--- config.mk ---
export PLATFORM = sky130hd
export DESIGN_NAME = bpe_top
export DESIGN_NICKNAME = d
export VERILOG_FILES = /design/src/rtl/bpe_top.v /design/src/rtl/bpe_rcq.v
export VERILOG_INCLUDE_DIRS = /design/src /design/src/rtl
export SDC_FILE = /design/constraint.sdc
export NUM_CORES = 1
export LEC_CHECK = 0
export ABC_AREA = 0
export BUFFER_PORTS_ARGS = -buffer_cell sky130_fd_sc_hd__buf_2
export CORE_ASPECT_RATIO = 1.25
export CORE_MARGIN = 10
export CORE_UTILIZATION = 64
export CTS_BUF_LIST = sky130_fd_sc_hd__clkbuf_16
export DETAILED_ROUTE_END_ITERATION = 12
export PLACE_DENSITY = 0.85
export SYNTH_ARGS = -nofsm -noshare
export SYNTH_HDL_FRONTEND = slang
export SYNTH_SLANG_ARGS = --single-unit
--- constraint.sdc ---
create_clock -name clk_i -period 6.7 [get_ports clk_i]
set_input_delay 0.335 -clock clk_i [delete_from_list [all_inputs] [get_ports clk_i]]
set_output_delay 0.335 -clock clk_i [all_outputs]
set_load 0.02 [all_outputs]
--- src/rtl/bpe_defines.vh ---
// constants for the bridge parity error handler
`ifndef BPE_DEFINES_VH
`define BPE_DEFINES_VH
// ---------------------------------------------------------------
// register byte offsets
// ---------------------------------------------------------------
`define BPE_OFS_PCMD  5'h00
`define BPE_OFS_PSTAT 5'h04
`define BPE_OFS_SSTAT 5'h08
`define BPE_OFS_BCTL  5'h0c
`define BPE_OFS_MASK  5'h10
`define BPE_OFS_PIRQ  5'h14
`define BPE_OFS_SIRQ  5'h18
// ---------------------------------------------------------------
// command and bridge control bits
// ---------------------------------------------------------------
`define BPE_CMD_PER   6
`define BPE_CMD_SERR  8
`define BPE_BCTL_PER  0
`define BPE_BCTL_SERR 1
// ---------------------------------------------------------------
// status bits (write one to clear)
// ---------------------------------------------------------------
`define BPE_ST_MDPD   8
`define BPE_ST_SSE    14
`define BPE_ST_DPE    15
// ---------------------------------------------------------------
// mask bits
// ---------------------------------------------------------------
`define BPE_MSK_UDPE  0
`define BPE_MSK_UMPE  1
`define BPE_MSK_SERR  2
`define BPE_MSK_DDPE  3
`define BPE_MSK_DMPE  4
// ---------------------------------------------------------------
// irq status bits (write one to clear)
// ---------------------------------------------------------------
`define BPE_IRQ_MPE   0
`define BPE_IRQ_DPE   2
`define BPE_IRQ_SERR  3
// ---------------------------------------------------------------
// reset values and timing
// ---------------------------------------------------------------
`define BPE_RST_CMD   16'h0000
`define BPE_RST_BCTL  16'h0000
`define BPE_RST_MASK  8'h00
`define BPE_PERR_DLY  2
`endif

--- src/rtl/bpe_top.v ---
// parity error handling for both bridge interfaces with register slave
//
// The register addresses and the Avalon-MM register port are this design's own decisions.
`timescale 1ns/1ns
`include "bpe_defines.vh"
// Functional notes
// - address parity error before claim: cycle is not claimed if that side's parity enable is set
// - upstream addr perr with upstream parity enable: withhold select ack
// - upstream addr perr: system error pin only with serr and parity enables
// - upstream addr perr, both enables: signaled serr status, irq bit if unmasked
// - upstream addr perr: detected parity status always, irq mirror if unmasked
// - downstream addr perr with downstream parity enable: withhold select ack
// - downstream addr perr: serr pin needs serr, downstream parity and serr enables
// - downstream addr perr: signaled serr status with serr and downstream parity enables
// - downstream addr perr: secondary detected parity always, irq mirror if unmasked
// - bad part of forwarded dual address cycle: bad parity on all parts
// - bad data travels with its bad parity, never regenerated
// - downstream read data perr: downstream perr pin two clocks later if enabled
// - downstream read data perr, enabled: data parity detected, master irq bit if unmasked
// - downstream read data perr: secondary detected parity always, irq if unmasked
// - downstream read data kept with parity in queue, dropped on invalidate
// - upstream read data perr: upstream perr pin two clocks later if enabled
// - upstream read data perr, enabled: data parity detected, master irq bit if unmasked
// - upstream read data perr: primary detected parity always, irq if unmasked
// - upstream read data kept with parity in queue, dropped on invalidate
// - no select ack within 5 clocks of frame means master abort
module bpe_top #(
  parameter DW = 32,
  parameter AW = 3
) (
  // clock and reset
  input  wire          clk_i,
  input  wire          reset_i,
  // avalon-mm register slave
  input  wire [4:0]    avs_address_i,
  input  wire          avs_read_i,
  input  wire          avs_write_i,
  input  wire [31:0]   avs_writedata_i,
  output wire [31:0]   avs_readdata_o,
  output wire          avs_waitrequest_o,
  // upstream address phase
  input  wire          up_addr_valid_i,
  input  wire          up_addr_hit_i,
  input  wire          up_addr_perr_i,
  output wire          up_claim_o,
  // downstream address phase
  input  wire          dn_addr_valid_i,
  input  wire          dn_addr_hit_i,
  input  wire          dn_addr_perr_i,
  output wire          dn_claim_o,
  // upstream system error pin, open drain
  output wire          up_serr_n_o,
  output wire          up_serr_oe_o,
  // read data phase parity errors
  input  wire          up_rd_perr_i,
  input  wire          dn_rd_perr_i,
  // parity error pins
  output wire          up_perr_n_o,
  output wire          up_perr_oe_o,
  output wire          dn_perr_n_o,
  output wire          dn_perr_oe_o,
  // dual address cycle forwarded upstream
  input  wire          dac_start_i,
  input  wire          dac_part_perr_i,
  input  wire          fwd_done_i,
  input  wire          fwd_apar_i,
  output wire          fwd_apar_o,
  // downstream read queue: filled downstream, drained upstream
  input  wire          dq_wr_i,
  input  wire [DW-1:0] dq_wr_data_i,
  input  wire          dq_wr_par_i,
  output wire          dq_full_o,
  input  wire          dq_rd_i,
  output wire [DW-1:0] dq_rd_data_o,
  output wire          dq_rd_par_o,
  output wire          dq_empty_o,
  input  wire          dq_inv_i,
  // upstream read queue: filled upstream, drained downstream
  input  wire          uq_wr_i,
  input  wire [DW-1:0] uq_wr_data_i,
  input  wire          uq_wr_par_i,
  output wire          uq_full_o,
  input  wire          uq_rd_i,
  output wire [DW-1:0] uq_rd_data_o,
  output wire          uq_rd_par_o,
  output wire          uq_empty_o,
  input  wire          uq_inv_i
);
  // ---------------------------------------------------------------
  // registers
  // ---------------------------------------------------------------
  reg  [15:0]   pcmd_q;
  reg  [15:0]   bctl_q;
  reg  [7:0]    mask_q;
  reg  [15:0]   pstat_q;
  reg  [15:0]   pstat_d;
  reg  [15:0]   sstat_q;
  reg  [15:0]   sstat_d;
  reg  [7:0]    pirq_q;
  reg  [7:0]    pirq_d;
  reg  [7:0]    sirq_q;
  reg  [7:0]    sirq_d;
  reg           ack_q;
  reg  [31:0]   rdata_q;
  reg  [31:0]   rdata_d;
  reg           up_claim_q;
  reg           dn_claim_q;
  reg           serr_q;
  reg  [`BPE_PERR_DLY-1:0] up_perr_q;
  reg  [`BPE_PERR_DLY-1:0] dn_perr_q;
  reg           dac_bad_q;
  reg           fwd_apar_q;
  wire          wr_en;
  wire          up_per;
  wire          dn_per;
  wire          serr_en;
  wire          up_ap;
  wire          dn_ap;
  wire          up_rp;
  wire          dn_rp;
  wire          ev_up_serr;
  wire          ev_dn_serr;
  wire          ev_sse;
  wire          ev_pdpe;
  wire          ev_sdpe;
  wire          ev_pmdpd;
  wire          ev_smdpd;
  // ---------------------------------------------------------------
  // enable decode
  // ---------------------------------------------------------------
  assign up_per  = pcmd_q[`BPE_CMD_PER];
  assign dn_per  = bctl_q[`BPE_BCTL_PER];
  assign serr_en = pcmd_q[`BPE_CMD_SERR];
  assign up_ap   = up_addr_valid_i & up_addr_perr_i;
  assign dn_ap   = dn_addr_valid_i & dn_addr_perr_i;
  assign up_rp   = up_rd_perr_i;
  assign dn_rp   = dn_rd_perr_i;
  // ---------------------------------------------------------------
  // error events
  // ---------------------------------------------------------------
  // upstream pin fires on either side's address error
  assign ev_up_serr = up_ap & serr_en & up_per;
  assign ev_dn_serr = dn_ap & serr_en & dn_per & bctl_q[`BPE_BCTL_SERR];
  // status bit needs fewer enables than the pin for downstream errors
  assign ev_sse   = (up_ap & serr_en & up_per) | (dn_ap & serr_en & dn_per);
  assign ev_pdpe  = up_ap | up_rp;
  assign ev_sdpe  = dn_ap | dn_rp;
  assign ev_pmdpd = up_rp & up_per;
  assign ev_smdpd = dn_rp & dn_per;
  // ---------------------------------------------------------------
  // claim decisions
  // ---------------------------------------------------------------
  // withholding the claim lets the master time out after 5 clocks
  always @(posedge clk_i or posedge reset_i) begin
    if (reset_i) begin
      up_claim_q <= 1'b0;
      dn_claim_q <= 1'b0;
    end else begin
      up_claim_q <= up_addr_valid_i & up_addr_hit_i & ~(up_addr_perr_i & up_per);
      dn_claim_q <= dn_addr_valid_i & dn_addr_hit_i & ~(dn_addr_perr_i & dn_per);
    end
  end
  assign up_claim_o = up_claim_q;
  assign dn_claim_o = dn_claim_q;
  // ---------------------------------------------------------------
  // system error pin
  // ---------------------------------------------------------------
  // one clock of low drive, pull-up restores the wire
  always @(posedge clk_i or posedge reset_i) begin
    if (reset_i) begin
      serr_q <= 1'b0;
    end else begin
      serr_q <= ev_up_serr | ev_dn_serr;
    end
  end
  assign up_serr_n_o  = 1'b0;
  assign up_serr_oe_o = serr_q;
  // ---------------------------------------------------------------
  // parity error pins, two clocks after the data phase
  // ---------------------------------------------------------------
  always @(posedge clk_i or posedge reset_i) begin
    if (reset_i) begin
      up_perr_q <= {`BPE_PERR_DLY{1'b0}};
      dn_perr_q <= {`BPE_PERR_DLY{1'b0}};
    end else begin
      up_perr_q <= {up_perr_q[`BPE_PERR_DLY-2:0], up_rp & up_per};
      dn_perr_q <= {dn_perr_q[`BPE_PERR_DLY-2:0], dn_rp & dn_per};
    end
  end
  // drives low for one clock only; no high turnaround cycle
  assign up_perr_n_o  = 1'b0;
  assign up_perr_oe_o = up_perr_q[`BPE_PERR_DLY-1];
  assign dn_perr_n_o  = 1'b0;
  assign dn_perr_oe_o = dn_perr_q[`BPE_PERR_DLY-1];
  // ---------------------------------------------------------------
  // dual address cycle parity poisoning
  // ---------------------------------------------------------------
  // a bad part anywhere spoils every forwarded part, so a split
  // into single address phases cannot hide the error
  always @(posedge clk_i or posedge reset_i) begin
    if (reset_i) begin
      dac_bad_q  <= 1'b0;
      fwd_apar_q <= 1'b0;
    end else begin
      if (dac_start_i) begin
        dac_bad_q <= dac_part_perr_i;
      end else if (dac_part_perr_i) begin
        dac_bad_q <= 1'b1;
      end else if (fwd_done_i) begin
        dac_bad_q <= 1'b0;
      end
      fwd_apar_q <= fwd_apar_i ^ dac_bad_q;
    end
  end
  assign fwd_apar_o = fwd_apar_q;
  // ---------------------------------------------------------------
  // read completion queues
  // ---------------------------------------------------------------
  // parity rides beside the data untouched; the master checks it
  bpe_rcq #(.DW(DW), .AW(AW)) u_dq (
    .clk_i     (clk_i),
    .reset_i   (reset_i),
    .wr_i      (dq_wr_i),
    .wr_data_i (dq_wr_data_i),
    .wr_par_i  (dq_wr_par_i),
    .full_o    (dq_full_o),
    .rd_i      (dq_rd_i),
    .rd_data_o (dq_rd_data_o),
    .rd_par_o  (dq_rd_par_o),
    .empty_o   (dq_empty_o),
    .inv_i     (dq_inv_i)
  );
  bpe_rcq #(.DW(DW), .AW(AW)) u_uq (
    .clk_i     (clk_i),
    .reset_i   (reset_i),
    .wr_i      (uq_wr_i),
    .wr_data_i (uq_wr_data_i),
    .wr_par_i  (uq_wr_par_i),
    .full_o    (uq_full_o),
    .rd_i      (uq_rd_i),
    .rd_data_o (uq_rd_data_o),
    .rd_par_o  (uq_rd_par_o),
    .empty_o   (uq_empty_o),
    .inv_i     (uq_inv_i)
  );
  // ---------------------------------------------------------------
  // avalon slave: one wait state on every access
  // ---------------------------------------------------------------
  // write lands at the edge where waitrequest is seen low
  assign wr_en             = avs_write_i & ack_q;
  assign avs_waitrequest_o = (avs_read_i | avs_write_i) & ~ack_q;
  assign avs_readdata_o    = rdata_q;
  // read mux; unmapped offsets read zero
  always @* begin
    rdata_d = 32'h00000000;
    case (avs_address_i)
      `BPE_OFS_PCMD:  rdata_d = {16'h0000, pcmd_q};
      `BPE_OFS_PSTAT: rdata_d = {16'h0000, pstat_q};
      `BPE_OFS_SSTAT: rdata_d = {16'h0000, sstat_q};
      `BPE_OFS_BCTL:  rdata_d = {16'h0000, bctl_q};
      `BPE_OFS_MASK:  rdata_d = {24'h000000, mask_q};
      `BPE_OFS_PIRQ:  rdata_d = {24'h000000, pirq_q};
      `BPE_OFS_SIRQ:  rdata_d = {24'h000000, sirq_q};
      default:        rdata_d = 32'h00000000;
    endcase
  end
  // ---------------------------------------------------------------
  // sticky status: set wins over a write-one clear
  // ---------------------------------------------------------------
  always @* begin
    pstat_d = pstat_q;
    sstat_d = sstat_q;
    pirq_d  = pirq_q;
    sirq_d  = sirq_q;
    if (wr_en && avs_address_i == `BPE_OFS_PSTAT) pstat_d = pstat_q & ~avs_writedata_i[15:0];
    if (wr_en && avs_address_i == `BPE_OFS_SSTAT) sstat_d = sstat_q & ~avs_writedata_i[15:0];
    if (wr_en && avs_address_i == `BPE_OFS_PIRQ)  pirq_d  = pirq_q & ~avs_writedata_i[7:0];
    if (wr_en && avs_address_i == `BPE_OFS_SIRQ)  sirq_d  = sirq_q & ~avs_writedata_i[7:0];
    // only software clears these bits
    if (ev_sse) begin
      pstat_d[`BPE_ST_SSE] = 1'b1;
      if (!mask_q[`BPE_MSK_SERR]) pirq_d[`BPE_IRQ_SERR] = 1'b1;
    end
    if (ev_pdpe) begin
      pstat_d[`BPE_ST_DPE] = 1'b1;
      if (!mask_q[`BPE_MSK_UDPE]) pirq_d[`BPE_IRQ_DPE] = 1'b1;
    end
    if (ev_pmdpd) begin
      pstat_d[`BPE_ST_MDPD] = 1'b1;
      if (!mask_q[`BPE_MSK_UMPE]) pirq_d[`BPE_IRQ_MPE] = 1'b1;
    end
    if (ev_sdpe) begin
      sstat_d[`BPE_ST_DPE] = 1'b1;
      if (!mask_q[`BPE_MSK_DDPE]) sirq_d[`BPE_IRQ_DPE] = 1'b1;
    end
    if (ev_smdpd) begin
      sstat_d[`BPE_ST_MDPD] = 1'b1;
      if (!mask_q[`BPE_MSK_DMPE]) sirq_d[`BPE_IRQ_MPE] = 1'b1;
    end
  end
  // ---------------------------------------------------------------
  // register flops
  // ---------------------------------------------------------------
  always @(posedge clk_i or posedge reset_i) begin
    if (reset_i) begin
      ack_q   <= 1'b0;
      rdata_q <= 32'h00000000;
      pcmd_q  <= `BPE_RST_CMD;
      bctl_q  <= `BPE_RST_BCTL;
      mask_q  <= `BPE_RST_MASK;
      pstat_q <= 16'h0000;
      sstat_q <= 16'h0000;
      pirq_q  <= 8'h00;
      sirq_q  <= 8'h00;
    end else begin
      ack_q   <= (avs_read_i | avs_write_i) & ~ack_q;
      if (avs_read_i && !ack_q) begin
        rdata_q <= rdata_d;
      end
      if (wr_en && avs_address_i == `BPE_OFS_PCMD) pcmd_q <= avs_writedata_i[15:0];
      if (wr_en && avs_address_i == `BPE_OFS_BCTL) bctl_q <= avs_writedata_i[15:0];
      if (wr_en && avs_address_i == `BPE_OFS_MASK) mask_q <= avs_writedata_i[7:0];
      pstat_q <= pstat_d;
      sstat_q <= sstat_d;
      pirq_q  <= pirq_d;
      sirq_q  <= sirq_d;
    end
  end
endmodule // bpe_top

--- src/rtl/bpe_rcq.v ---
// read completion queue keeping data with its received parity
`timescale 1ns/1ns
module bpe_rcq #(
  parameter DW    = 32,
  parameter AW    = 3
) (
  // clock and reset
  input  wire          clk_i,
  input  wire          reset_i,
  // fill side
  input  wire          wr_i,
  input  wire [DW-1:0] wr_data_i,
  input  wire          wr_par_i,
  output wire          full_o,
  // drain side
  input  wire          rd_i,
  output wire [DW-1:0] rd_data_o,
  output wire          rd_par_o,
  output wire          empty_o,
  // drop everything left, no report
  input  wire          inv_i
);
  localparam DEPTH = 1 << AW;
  // ---------------------------------------------------------------
  // storage
  // ---------------------------------------------------------------
  reg  [DW:0]   mem_q [0:DEPTH-1];
  reg  [AW:0]   wp_q;
  reg  [AW:0]   rp_q;
  wire          do_wr;
  wire          do_rd;
  assign full_o    = (wp_q[AW] != rp_q[AW]) && (wp_q[AW-1:0] == rp_q[AW-1:0]);
  assign empty_o   = (wp_q == rp_q);
  assign do_wr     = wr_i & ~full_o;
  assign do_rd     = rd_i & ~empty_o;
  // parity bit kept as received, never regenerated
  assign rd_data_o = mem_q[rp_q[AW-1:0]][DW-1:0];
  assign rd_par_o  = mem_q[rp_q[AW-1:0]][DW];
  // array has no reset, only pointers do
  always @(posedge clk_i) begin
    if (do_wr) begin
      mem_q[wp_q[AW-1:0]] <= {wr_par_i, wr_data_i};
    end
  end
  // invalidate discards unread prefetched words silently
  always @(posedge clk_i or posedge reset_i) begin
    if (reset_i) begin
      wp_q <= {(AW+1){1'b0}};
      rp_q <= {(AW+1){1'b0}};
    end else if (inv_i) begin
      wp_q <= {(AW+1){1'b0}};
      rp_q <= {(AW+1){1'b0}};
    end else begin
      if (do_wr) wp_q <= wp_q + 1'b1;
      if (do_rd) rp_q <= rp_q + 1'b1;
    end
  end
endmodule // bpe_rcq

==> insert_results.sql, run 1 <==
INSERT INTO impl_metrics (metric_group, metric, value, unit) VALUES
('clock_network', 'cts_hold_buf', '57', ''),
('sta', 'slew_violations', '0', ''),
('clock_network', 'cts-buffers-inserted', '58', ''),
('critical_path', 'cp_cell_sequence', 'buf_4, mux4_2, mux2_2, buf_2', ''),
('floorplan', 'chipHeight', '245', 'microns'),
('synth', 'synth-xor-area-share', '0.507', '%'),
('placement', 'placement.io_buffers', '201', ''),
('critical_path', 'reg2reg_depth', '5', ''),
('power_and_ir_drop', 'powerDensity', '310', 'mW/mm^2'),
('clock_network', 'clk_path_buf_depth', '3', ''),
('critical_path', 'cp_data_arrival_time', '3.27', 'ns'),
('floorplan', 'placement_rows', '82', ''),
('synth', 'yosys_register_bits', '658', ''),
('global_route', 'initial_antenna_violation_count', '7', ''),
('synth', 'ys_types', '62', ''),
('cells_and_area', 'area_delta_synth_final', '15.5', '%'),
('critical_path', 'cp-start-kind', 'register', ''),
('detailed_routing', 'postRouteWirelength', '58900', 'microns'),
('synth', 'synth_area_leaders', 'sky130_fd_sc_hd__edfxtp_1 61%, sky130_fd_sc_hd__dfrtp_1 13%, sky130_fd_sc_hd__mux4_2 12%', ''),
('floorplan', 'initial_core_util', '64.7', '%'),
('detailed_routing', 'detail_route.iter0.violations', '1243', ''),
('synth', 'syn-instance-count', '1286', ''),
('sta', 'relSlewSlack', '20.2', '%'),
('power_and_ir_drop', 'ir_worst_vdd', '366', 'uV'),
('detailed_routing', 'route.detailed.vias_per_inst', '6.39', ''),
('synth', 'synth-compound-area-share', '3.58', '%'),
('clock_network', 'number_of_sinks_handled_by_clock_tree_synthesis', '658', ''),
('sta', 'timing.final.hold_violations', '0', ''),
('clock_network', 'postCtsResizedCells', '0', ''),
('critical_path', 'worstPathMaxFanout', '42', ''),
('floorplan', 'core-area', '0.0400', 'sq mm'),
('critical_path', 'worst_path_max_delay_cell', 'sky130_fd_sc_hd__dfrtp_4', ''),
('sta', 'final.setup_skew', '0.0189', 'ns'),
('synth', 'synth_top_family_by_area', 'multiplexers', ''),
('clock_network', 'root_buffer', 'sky130_fd_sc_hd__clkbuf_16', ''),
('floorplan', 'die-area', '0.0489', 'sq mm'),
('cells_and_area', 'drive_gt1_share', '36.9', '%'),
('synth', 'avgSynthCellArea', '20.1', 'sq um'),
('sta', 'rsz0062_at_grt', 'no', ''),
('synth', 'synth_mux_area_share', '17.3', '%'),
('detailed_routing', 'drcViolationCount', '0', ''),
('critical_path', 'worst_setup_path_end_kind', 'output pin', ''),
('cells_and_area', 'net_total_in_the_final_layout', '1691', ''),
('synth', 'synth_top_area_share', '61.2', '%'),
('clock_network', 'cts_post_setup_buffers_inserted', '0', ''),
('critical_path', 'cpPeakStageDelay', '0.79', 'ns'),
('synth', 'synth-simple-area-share', '2.71', '%'),
('synth', 'netlist_area', '0.0259', 'sq mm'),
('clock_network', 'clock_latency', '0.60', 'ns'),
('critical_path', 'crit_required', '6.36', 'ns'),
('global_route', 'grt_max_degree', '74', ''),
('placement', 'gp_weighted_congestion', '0.799', ''),
('synth', 'synth_flop_cell', 'sky130_fd_sc_hd__edfxtp_1', ''),
('sta', 'post-route-min-period', '3.60', 'ns'),
('clock_network', 'tritoncts', 'built', ''),
('global_route', 'wire_length_of_the_first_global_routing_pass', '89400', 'microns'),
('synth', 'async_set_reset_flop_share_out_of_synthesis', '19.8', '%'),
('synth', 'synth-adder-area-share', '0.193', '%'),
('floorplan', 'floorplan.die.width', '200', 'microns'),
('power_and_ir_drop', 'cellLeakagePower', '10.6', 'nW'),
('detailed_routing', 'drt.antenna.violating_nets', '0', ''),
('global_route', 'grt_usage', '24.4', '%'),
('run_status', 'outcome', 'completed', ''),
('run', 'cap_violations', '0', ''),
('detailed_routing', 'dr_total_vias', '13600', ''),
('floorplan', 'ioPinCount', '237', ''),
('placement', 'place.detailed.hpwl', '31300', 'microns'),
('sta', 'maxClockFrequency', '0.278', 'GHz'),
('synth', 'synth_enable_flop_cells', '528', ''),
('sta', 'worst_pin_slew', '1.19', 'ns'),
('clock_network', 'clk_pin_slew_worst_setup_hold_paths', '0.07', 'ns');
==> critical path: cells and delay by family, from the launching register on <==
kind                   cells  cell delay (ns)
buffers and inverters      2             0.93
DFF                        1             0.79
muxes                      2             0.92
==> layout by cell type, fill, tap and decap left out, types with 15 or more instances in the layout <==
master / count
sky130_fd_sc_hd__buf_2: 201
sky130_fd_sc_hd__clkbuf_16: 58
sky130_fd_sc_hd__mux2_2: 97
sky130_fd_sc_hd__conb_1: 19
sky130_fd_sc_hd__dlygate4sd3_1: 57
sky130_fd_sc_hd__edfxtp_1: 528
sky130_fd_sc_hd__mux2i_1: 21
sky130_fd_sc_hd__mux4_2: 135
sky130_fd_sc_hd__a21boi_0: 38
sky130_fd_sc_hd__inv_1: 15
sky130_fd_sc_hd__dfrtp_1: 125
sky130_fd_sc_hd__nand2_1: 34
sky130_fd_sc_hd__buf_4: 24
sky130_fd_sc_hd__nor2_1: 22
sky130_fd_sc_hd__o21ai_0: 22
==> path summary, 6_finish.rpt <==
path / start / end / slack, ns
max: u_uq.rp_q[0]$_DFFE_PP0P_ / uq_rd_data_o[13] / 3.10
min reg2reg: dn_perr_q[0]$_DFF_PP0_ / dn_perr_q[1]$_DFF_PP0_ / 0.36
min in group asynchronous: reset_i / pstat_q[9]$_DFFE_PP0P_ / 0.45
max in group asynchronous: reset_i / pirq_q[6]$_DFFE_PP0N_ / 4.86
max reg2reg: u_uq.rp_q[2]$_DFFE_PP0P_ / u_uq.mem_q[4][12]$_DFFE_PP_ / 3.12
min: uq_inv_i / u_uq.rp_q[2]$_DFFE_PP0P_ / 0.03
==> state kept, by name, summed over array words and instances (netlist names), 16 cells and up <==
register	flops
pstat_q	16
u_dq.mem_q	264
bctl_q	16
sstat_q	16
avs_readdata_o	16
u_uq.mem_q	264
pcmd_q	16
==> where the power goes <==
group,total [mW],leakage [nW],switching (mW),internal [mW]
Clock,3.27,0.922,1.45,1.81
Sequential,4.68,6.51,0.109,4.57
Combinational,1.31,3.16,0.701,0.613
==> cells by family after synthesis <==
kind of cell / count (synthesis)
buf+inv: 95
mux: 262
flops: 658
simple gates: 129
xor+xnor: 15
fa+ha+maj: 4
compound gates: 122
other cells: 1
==> metal layers <==
layer | wire (microns) | GRT usage [%]
met3 | 4010 | 4.42
met4 | 2190 | 9.88
met5 | 8 | 0
met1 | 21200 | 29.9
met2 | 31400 | 42.1
==> final cells by class <==
type	count	area, sq um	share of cell area [%]
inverter	11	43.8	0.147
multi-input combinational	551	6460	21.6
timing repair buffer	282	1760	5.88
clock buffer	58	1450	4.86
clock inverter	48	407	1.36
tap	504	631	2.11
antenna	7	17.5	0.0586
sequential	658	19100	64.0
==> stage by stage <==
stage	instance area, sq um	utilization (%)	worst slack, ns	power (mW)
finish	29900	74.7	3.10	9.26
global route	29900	74.7	2.87	9.56
CTS	29900	74.7	3.00	9.27
detailed placement	27400	68.6	3.20	6.03
global placement	27400	68.6	3.23	5.99
floorplan	26000	-	2.59	5.65
(Power assumes the default switching activity.)
==> inputs of run 2 (changes only) <==
CORE_UTILIZATION = 53   (was 64)
PLACE_DENSITY = 0.75   (was 0.85)
clock period = 3.15 ns   (was 6.7 ns; I/O delays follow)
==> run 2 against run 1 <==
Against the previous run: clock skew increased by 0.0014 ns; count of clock-buffer cells in the layout rose by 3; core utilization shrank 10 points; sequential cell count did not move; highest routed layer is now met4; cell count increased by 9.6%; via count is 2.4% lower; combinational power is 120% higher; largest cell class unchanged; critical endpoint is now u_dq.mem_q[4][3]$_DFFE_PP_; non-clock buffer count increased by 60; first-iteration DRC count is 9.6% lower; register-to-register slack worse by 2.9 ns; critical path depth increased by 1.
==> insert_results.sql, run 2 (synthesis gave the netlist of run 1 again) <==
INSERT INTO impl_metrics (metric_group, metric, value, unit) VALUES
('cells_and_area', 'area_delta_synth_final', '19.8', '%'),
('global_route', 'globalRouteOverflowTotal', '0', ''),
('run_status', 'outcome', 'completed', ''),
('cells_and_area', 'final-seq-area', '0.0191', 'sq mm'),
('detailed_routing', 'drcViolationCount', '0', ''),
('run', 'cap_violations', '0', ''),
('power_and_ir_drop', 'seq_power_share', '48.9', '%'),
('detailed_routing', 'drtPass1Iterations', '5', ''),
('detailed_routing', 'avgRoutedWirePerCell', '23.4', 'microns'),
('global_route', 'grt_max_degree', '92', ''),
('power_and_ir_drop', 'switching_share', '24.3', '%'),
('power_and_ir_drop', 'cellLeakagePower', '11.0', 'nW'),
('sta', 'final.setup_skew', '0.0203', 'ns'),
('sta', 'slew_violations', '0', ''),
('global_route', 'gr-usage-met3', '3.61', '%'),
('power_and_ir_drop', 'proportion_of_power_drawn_by_combinational_gates', '14.5', '%'),
('critical_path', 'critPathKind', 'reg -> reg', ''),
('sta', 'period_share', '93.1', '%'),
('cells_and_area', 'final_cell_mix', '528 x sky130_fd_sc_hd__edfxtp_1, 201 x sky130_fd_sc_hd__buf_2, 135 x sky130_fd_sc_hd__mux4_2, 125 x sky130_fd_sc_hd__dfrtp_1, 106 x sky130_fd_sc_hd__dlygate4sd3_1', ''),
('sta', 'worst_pin_slew', '1.15', 'ns'),
('sta', 'timing.final.hold_violations', '0', ''),
('floorplan', 'core-area', '0.0483', 'sq mm'),
('clock_network', 'cts-buffers-inserted', '61', ''),
('detailed_routing', 'detail_route.iter0.violations', '1124', ''),
('clock_network', 'postCtsResizedCells', '0', ''),
('critical_path', 'total_buffers_and_inverters_traversed_by_the_critical_path', '1', ''),
('power_and_ir_drop', 'p_sw', '4.89', 'mW'),
('sta', 'setup_viol', '0', ''),
('placement', 'dpl_worst_slack', '0.142', 'ns'),
('placement', 'area_of_placed_instances', '0.0279', 'sq mm'),
('floorplan', 'chipHeight', '267', 'microns'),
('detailed_routing', 'drt.antenna.violating_nets', '0', ''),
('power_and_ir_drop', 'ir_worst_vdd', '479', 'uV'),
('worst_hold_path', 'timing.hold.worst.class', 'in -> reg', ''),
('global_route', 'top_usage_layer', 'met2', ''),
('placement', 'gp_weighted_congestion', '0.803', ''),
('power_and_ir_drop', 'power_report.internal_total', '15.2', 'mW'),
('critical_path', 'worst_setup_path_end_kind', 'register', ''),
('cells_and_area', 'multi_input_combinational_cell_area', '0.00649', 'sq mm'),
('sta', 'maxClockFrequency', '0.341', 'GHz'),
('clock_network', 'root_buffer', 'sky130_fd_sc_hd__clkbuf_16', ''),
('clock_network', 'cts.htree.levels', '2', ''),
('sta', 'finalWorstSetupSlack', '0.216', 'ns'),
('global_route', 'number_of_global_route_vias_before_repair', '14400', ''),
('global_route', 'gr-usage-met1', '23.9', '%'),
('clock_network', 'clock_latency', '0.64', 'ns'),
('cells_and_area', 'drive_gt1_share', '36.4', '%'),
('clock_network', 'tritoncts', 'built', ''),
('global_route', 'use_met2', '32.8', '%'),
('global_route', 'initial_antenna_violation_count', '1', ''),
('cells_and_area', 'stdcell_area', '0.0310', 'sq mm'),
('detailed_routing', 'route.detailed.vias_per_inst', '5.70', ''),
('critical_path', 'crit_required', '3.50', 'ns'),
('floorplan', 'die-area', '0.0581', 'sq mm'),
('critical_path', 'cp-start-kind', 'register', ''),
('critical_path', 'cp_data_arrival_time', '3.28', 'ns'),
('sta', 'rsz0062_at_grt', 'no', ''),
('clock_network', 'clk_path_buf_depth', '3', ''),
('critical_path', 'cpPeakStageDelay', '0.94', 'ns'),
('sta', 'relSlewSlack', '23.4', '%'),
('detailed_routing', 'dr_total_vias', '13200', ''),
('floorplan', 'placement_rows', '90', ''),
('floorplan', 'floorplan.die.width', '218', 'microns'),
('placement', 'place.detailed.hpwl', '31800', 'microns'),
('critical_path', 'worstPathMaxFanout', '29', ''),
('clock_network', 'number_of_sinks_handled_by_clock_tree_synthesis', '658', ''),
('placement', 'placement.io_buffers', '201', ''),
('global_route', 'wire_length_of_the_first_global_routing_pass', '85400', 'microns'),
('global_route', 'grt_usage', '18.9', '%'),
('power_and_ir_drop', 'powerDensity', '649', 'mW/mm^2'),
('critical_path', 'worst_path_max_delay_cell', 'sky130_fd_sc_hd__nor2_4', ''),
('critical_path', 'cp_top_family', 'simple AND/OR/NAND/NOR gates', ''),
('clock_network', 'clk_pin_slew_worst_setup_hold_paths', '0.07', 'ns'),
('cells_and_area', 'net_total_in_the_final_layout', '1754', ''),
('floorplan', 'ioPinCount', '237', ''),
('detailed_routing', 'postRouteWirelength', '54300', 'microns'),
('power_and_ir_drop', 'clock_power_share', '36.5', '%'),
('sta', 'post-route-min-period', '2.93', 'ns'),
('cells_and_area', 'n_fill_cell', '3175', ''),
('critical_path', 'cp_cell_sequence', 'xor2_1, o41ai_4, nand2b_1, nor2_4, buf_4', ''),
('floorplan', 'initial_core_util', '53.6', '%'),
('cells_and_area', 'final_common_cell', 'sky130_fd_sc_hd__edfxtp_1', '');
==> run 2: tightest hold or removal path, delay by kind of cell <==
family	cells	cell delay, ns
AO/OA/AOI/OAI	1	0.05
buffers and inverters	2	0.27
multiplexers	1	0.08
AND/OR/NAND/NOR	1	0.08
==> run 2: worst paths after layout <==
check	start	to	slack [ns]	cells past startpoint
setup / recovery	u_dq.wp_q[2]$_DFFE_PP0P_	u_dq.mem_q[4][3]$_DFFE_PP_	0.22	5
hold / removal	dq_wr_i	u_dq.wp_q[1]$_DFFE_PP0P_	0.05	5
setup reg to reg	u_dq.wp_q[2]$_DFFE_PP0P_	u_dq.mem_q[4][3]$_DFFE_PP_	0.22	5
hold reg to reg	up_perr_q[0]$_DFF_PP0_	up_perr_q[1]$_DFF_PP0_	0.35	0
max in group asynchronous	reset_i	u_uq.rp_q[0]$_DFFE_PP0P_	2.24	4
min in group asynchronous	reset_i	avs_readdata_o[9]$_DFFE_PP0P_	0.09	3
==> run 2: timing repair <==
item / 4_1_cts / 5_1_grt
hold buffers: 106 / 0
endpoints found under the hold margin: 776 / 0
buffers inserted: 0 / 0
==> run 2: per-layer routing <==
metal	wire (microns)	share of wire, %
met1	21200	39
met2	28900	53
met3	3010	5.5
met4	1230	2.3
met5	0	0
==> run 2: cell type report <==
type                       count  share of cell area [%]
sequential                   658                    61.6
multi-input combinational    551                    20.9
timing repair buffer         342                    8.11
clock buffer                  61                    4.92
tap                          644                    2.60
clock inverter                52                    1.66
inverter                      11                   0.145
antenna                        3                  0.0242
==> run 2: metrics by stage <==
step | setup TNS, ns | hold WS (ns) | power [mW] | utilization, % | cells
6_report | 0 | 0.0477 | 20.1 | 64.2 | 2322
5_1_grt | 0 | 0.0353 | 20.9 | 64.2 | 2320
4_1_cts | 0 | 0.00488 | 20.3 | 64.2 | 2319
3_5_place_dp | 0 | 0.154 | 12.9 | 57.8 | 2100
3_3_place_gp | 0 | 0.148 | 12.8 | 57.8 | 2100
2_1_floorplan | -8.69 | 0.243 | 12.0 | - | 1304
==> run 2: power groups by stage <==
stage	clock, mW	sequential, mW	combinational, mW
final	7.35	9.85	2.93
after global routing	7.83	9.87	3.16
after CTS	7.50	9.85	2.99
after detailed placement	0	10.0	2.87
after global placement	0	10.0	2.83
after floorplan	0	9.99	2.04
==> inputs of run 3 (changes only) <==
CORE_MARGIN = 5   (was 10)
==> run 3 against run 2 <==
Against the previous run: hold slack better by 0.0085 ns; maximum frequency is essentially flat; cell count down 0.13%; count of clock-buffer cells in the layout unchanged; wire length fell by 1.7%; die area fell by 8.2%; clock skew fell by 0.0015 ns; total power shrank 3.3%; non-clock buffer count up 2; critical path depth stayed put; via count is 0.14% higher; critical path type is now reg -> out; largest cell class unchanged; largest power group unchanged.
==> insert_results.sql, run 3 (synthesis gave the netlist of run 1 again) <==
INSERT INTO impl_metrics (metric_group, metric, value, unit) VALUES
('run_status', 'outcome', 'completed', ''),
('critical_path', 'total_buffers_and_inverters_traversed_by_the_critical_path', '3', ''),
('power_and_ir_drop', 'clock_power_share', '34.4', '%'),
('sta', 'whs', '0.0562', 'ns'),
('global_route', 'grt_usage', '19.9', '%'),
('placement', 'place.detailed.hpwl', '30700', 'microns'),
('detailed_routing', 'postRouteWirelength', '53400', 'microns'),
('detailed_routing', 'drt.antenna.violating_nets', '0', ''),
('critical_path', 'cp_data_arrival_time', '2.77', 'ns'),
('sta', 'post-route-min-period', '2.93', 'ns'),
('cells_and_area', 'stdcell_area', '0.0308', 'sq mm'),
('clock_network', 'clk_path_buf_depth', '3', ''),
('cells_and_area', 'n_fill_cell', '3245', ''),
('global_route', 'wire_length_of_the_first_global_routing_pass', '83300', 'microns'),
('critical_path', 'critical_path.reg2reg.endpoint', 'u_dq.mem_q[5][31]$_DFFE_PP_', ''),
('cells_and_area', 'net_total_in_the_final_layout', '1755', ''),
('placement', 'gp_weighted_congestion', '0.791', ''),
('power_and_ir_drop', 'ir_worst_vdd', '548', 'uV'),
('clock_network', 'cts-buffers-inserted', '60', ''),
('sta', 'relSlewSlack', '21.6', '%'),
('placement', 'placement.io_buffers', '201', ''),
('clock_network', 'tritoncts', 'built', ''),
('cells_and_area', 'final_common_cell', 'sky130_fd_sc_hd__edfxtp_1', ''),
('power_and_ir_drop', 'powerDensity', '632', 'mW/mm^2'),
('worst_hold_path', 'worst_hold_startpoint', 'dq_wr_i', ''),
('detailed_routing', 'avgRoutedWirePerCell', '23.0', 'microns'),
('floorplan', 'chipHeight', '257', 'microns'),
('power_and_ir_drop', 'seq_power_share', '50.6', '%'),
('clock_network', 'root_buffer', 'sky130_fd_sc_hd__clkbuf_16', ''),
('floorplan', 'ioPinCount', '237', ''),
('clock_network', 'cts.htree.levels', '2', ''),
('floorplan', 'core-area', '0.0483', 'sq mm'),
('cells_and_area', 'drive_gt1_share', '35.7', '%'),
('sta', 'final.setup_skew', '0.0188', 'ns'),
('critical_path', 'reg2reg_depth', '5', ''),
('clock_network', 'number_of_sinks_handled_by_clock_tree_synthesis', '658', ''),
('critical_path', 'worstPathMaxFanout', '36', ''),
('sta', 'worst_pin_slew', '1.17', 'ns'),
('placement', 'dpl_worst_slack', '0.233', 'ns'),
('power_and_ir_drop', 'cellLeakagePower', '10.9', 'nW'),
('detailed_routing', 'drcViolationCount', '0', ''),
('critical_path', 'cp-start-kind', 'register', ''),
('power_and_ir_drop', 'switching_share', '24.4', '%'),
('clock_network', 'clk_pin_slew_worst_setup_hold_paths', '0.06', 'ns'),
('sta', 'maxClockFrequency', '0.341', 'GHz'),
('floorplan', 'initial_core_util', '53.6', '%'),
('global_route', 'gr-usage-met1', '25.7', '%'),
('clock_network', 'cts_post_setup_buffers_inserted', '0', ''),
('worst_hold_path', 'worst_hold_path.endpoint', 'u_dq.wp_q[0]$_DFFE_PP0P_', ''),
('critical_path', 'cp_cell_sequence', 'clkbuf_8, buf_12, mux4_2, mux2_2, buf_2', ''),
('sta', 'slew_violations', '0', ''),
('placement', 'area_of_placed_instances', '0.0279', 'sq mm'),
('sta', 'finalWorstSetupSlack', '0.219', 'ns'),
('clock_network', 'clock_latency', '0.62', 'ns'),
('critical_path', 'critPathKind', 'reg -> out', ''),
('global_route', 'initial_antenna_violation_count', '2', ''),
('floorplan', 'placement_rows', '90', ''),
('sta', 'period_share', '93.0', '%'),
('detailed_routing', 'drtPass1Iterations', '5', ''),
('critical_path', 'timing.rr.start', 'u_dq.wp_q[1]$_DFFE_PP0P_', ''),
('detailed_routing', 'dr_total_vias', '13200', ''),
('critical_path', 'crit_required', '2.99', 'ns'),
('critical_path', 'worst-r2r-setup-slack', '0.42', 'ns'),
('global_route', 'grt_max_degree', '74', ''),
('power_and_ir_drop', 'proportion_of_power_drawn_by_combinational_gates', '15.0', '%'),
('global_route', 'top_usage_layer', 'met2', ''),
('run', 'cap_violations', '0', ''),
('cells_and_area', 'final_cell_mix', '528 x sky130_fd_sc_hd__edfxtp_1, 201 x sky130_fd_sc_hd__buf_2, 135 x sky130_fd_sc_hd__mux4_2, 125 x sky130_fd_sc_hd__dfrtp_1, 105 x sky130_fd_sc_hd__dlygate4sd3_1', ''),
('power_and_ir_drop', 'power_report.internal_total', '14.7', 'mW'),
('sta', 'rsz0062_at_grt', 'no', ''),
('worst_hold_path', 'holdPathStages', '5', ''),
('global_route', 'gr-usage-met3', '3.86', '%'),
('sta', 'setup_viol', '0', ''),
('sta', 'timing.final.hold_violations', '0', ''),
('critical_path', 'worst_path_max_delay_cell', 'sky130_fd_sc_hd__mux4_2', ''),
('sta', 'setup-tns-final', '0', 'ns'),
('global_route', 'number_of_global_route_vias_before_repair', '14200', ''),
('worst_hold_path', 'timing.hold.worst.class', 'in -> reg', ''),
('detailed_routing', 'route.detailed.vias_per_inst', '5.71', ''),
('critical_path', 'worst_setup_path_end_kind', 'output pin', ''),
('cells_and_area', 'area_delta_synth_final', '19.0', '%'),
('floorplan', 'floorplan.die.width', '208', 'microns'),
('critical_path', 'cpPeakStageDelay', '0.56', 'ns'),
('detailed_routing', 'detail_route.iter0.violations', '878', ''),
('global_route', 'use_met2', '35.3', '%'),
('floorplan', 'die-area', '0.0534', 'sq mm'),
('cells_and_area', 'final_core_util', '63.8', '%'),
('power_and_ir_drop', 'p_sw', '4.76', 'mW'),
('global_route', 'globalRouteOverflowTotal', '0', ''),
('critical_path', 'cp_top_family', 'buffers and inverters', '');
## run 3: cell types whose count changed in the layout (fill, tap and decap cells not counted), sizes merged
cell         delta
buf             +2
clkbuf          +1
diode           -1
clkinv          -3
dlygate4sd3     -1
bufinv          -6
inv             +5
## run 3: what timing repair did
action | CTS | global route
gates resized for setup | 4 | 1
endpoints found under the hold margin | 669 | 0
hold buffers | 105 | 0
setup endpoints to repair | 19 | 7
## run 3: layout make-up
cell class	count	area, sq um	share of cell area [%]
clock buffer	61	1530	4.96
antenna	2	5.00	0.0162
clock inverter	48	289	0.938
sequential	658	19100	62.1
inverter	11	45.0	0.146
tap	644	806	2.62
multi-input combinational	551	6490	21.1
timing repair buffer	344	2520	8.19
## run 3: metal layers
layer | up-vias | routed length (microns)
li1 | 5826 | -
met1 | 6897 | 20900
met4 | 0 | 1100
met2 | 446 | 28200
met3 | 80 | 3160
met5 | - | 0
## run 3: worst min-delay path: stages
cell and delay, ns:
sky130_fd_sc_hd__buf_2 0.12, sky130_fd_sc_hd__o41ai_4 0.05, sky130_fd_sc_hd__buf_4 0.15, sky130_fd_sc_hd__xor2_1 0.07, sky130_fd_sc_hd__nor2_1 0.08
## run 3: worst max-delay path by stage
stage	from	to	slack, ns	depth (start not counted)
5_1_grt	u_dq.rp_q[0]$_DFFE_PP0P_	dq_rd_data_o[25]	0.02	5
3_3_place_gp	u_dq.rp_q[0]$_DFFE_PP0P_	dq_rd_data_o[19]	0.25	5
3_5_place_dp	u_dq.rp_q[0]$_DFFE_PP0P_	dq_rd_data_o[19]	0.23	5
4_1_cts	u_dq.rp_q[0]$_DFFE_PP0P_	dq_rd_data_o[7]	0.08	5
6_report	u_dq.rp_q[0]$_DFFE_PP0P_	dq_rd_data_o[7]	0.22	5
2_1_floorplan	u_dq.wp_q[0]$_DFFE_PP0P_	u_dq.mem_q[3][0]$_DFFE_PP_	-0.11	5
## run 3: power by group through the flow
stage          sequential [mW]  combinational (mW)  clock [mW]
2_1_floorplan             9.99                2.04           0
3_3_place_gp              10.0                2.79           0
3_5_place_dp              10.0                2.83           0
4_1_cts                   9.84                2.97        6.85
5_1_grt                   9.86                3.16        7.24
6_report                  9.85                2.92        6.69
## run 3: per-stage QoR
stage	power (mW)	std cells
after detailed placement	12.9	2103
after global placement	12.8	2103
after CTS	19.7	2317
after floorplan	12.0	1304
final	19.5	2319
after global routing	20.3	2319
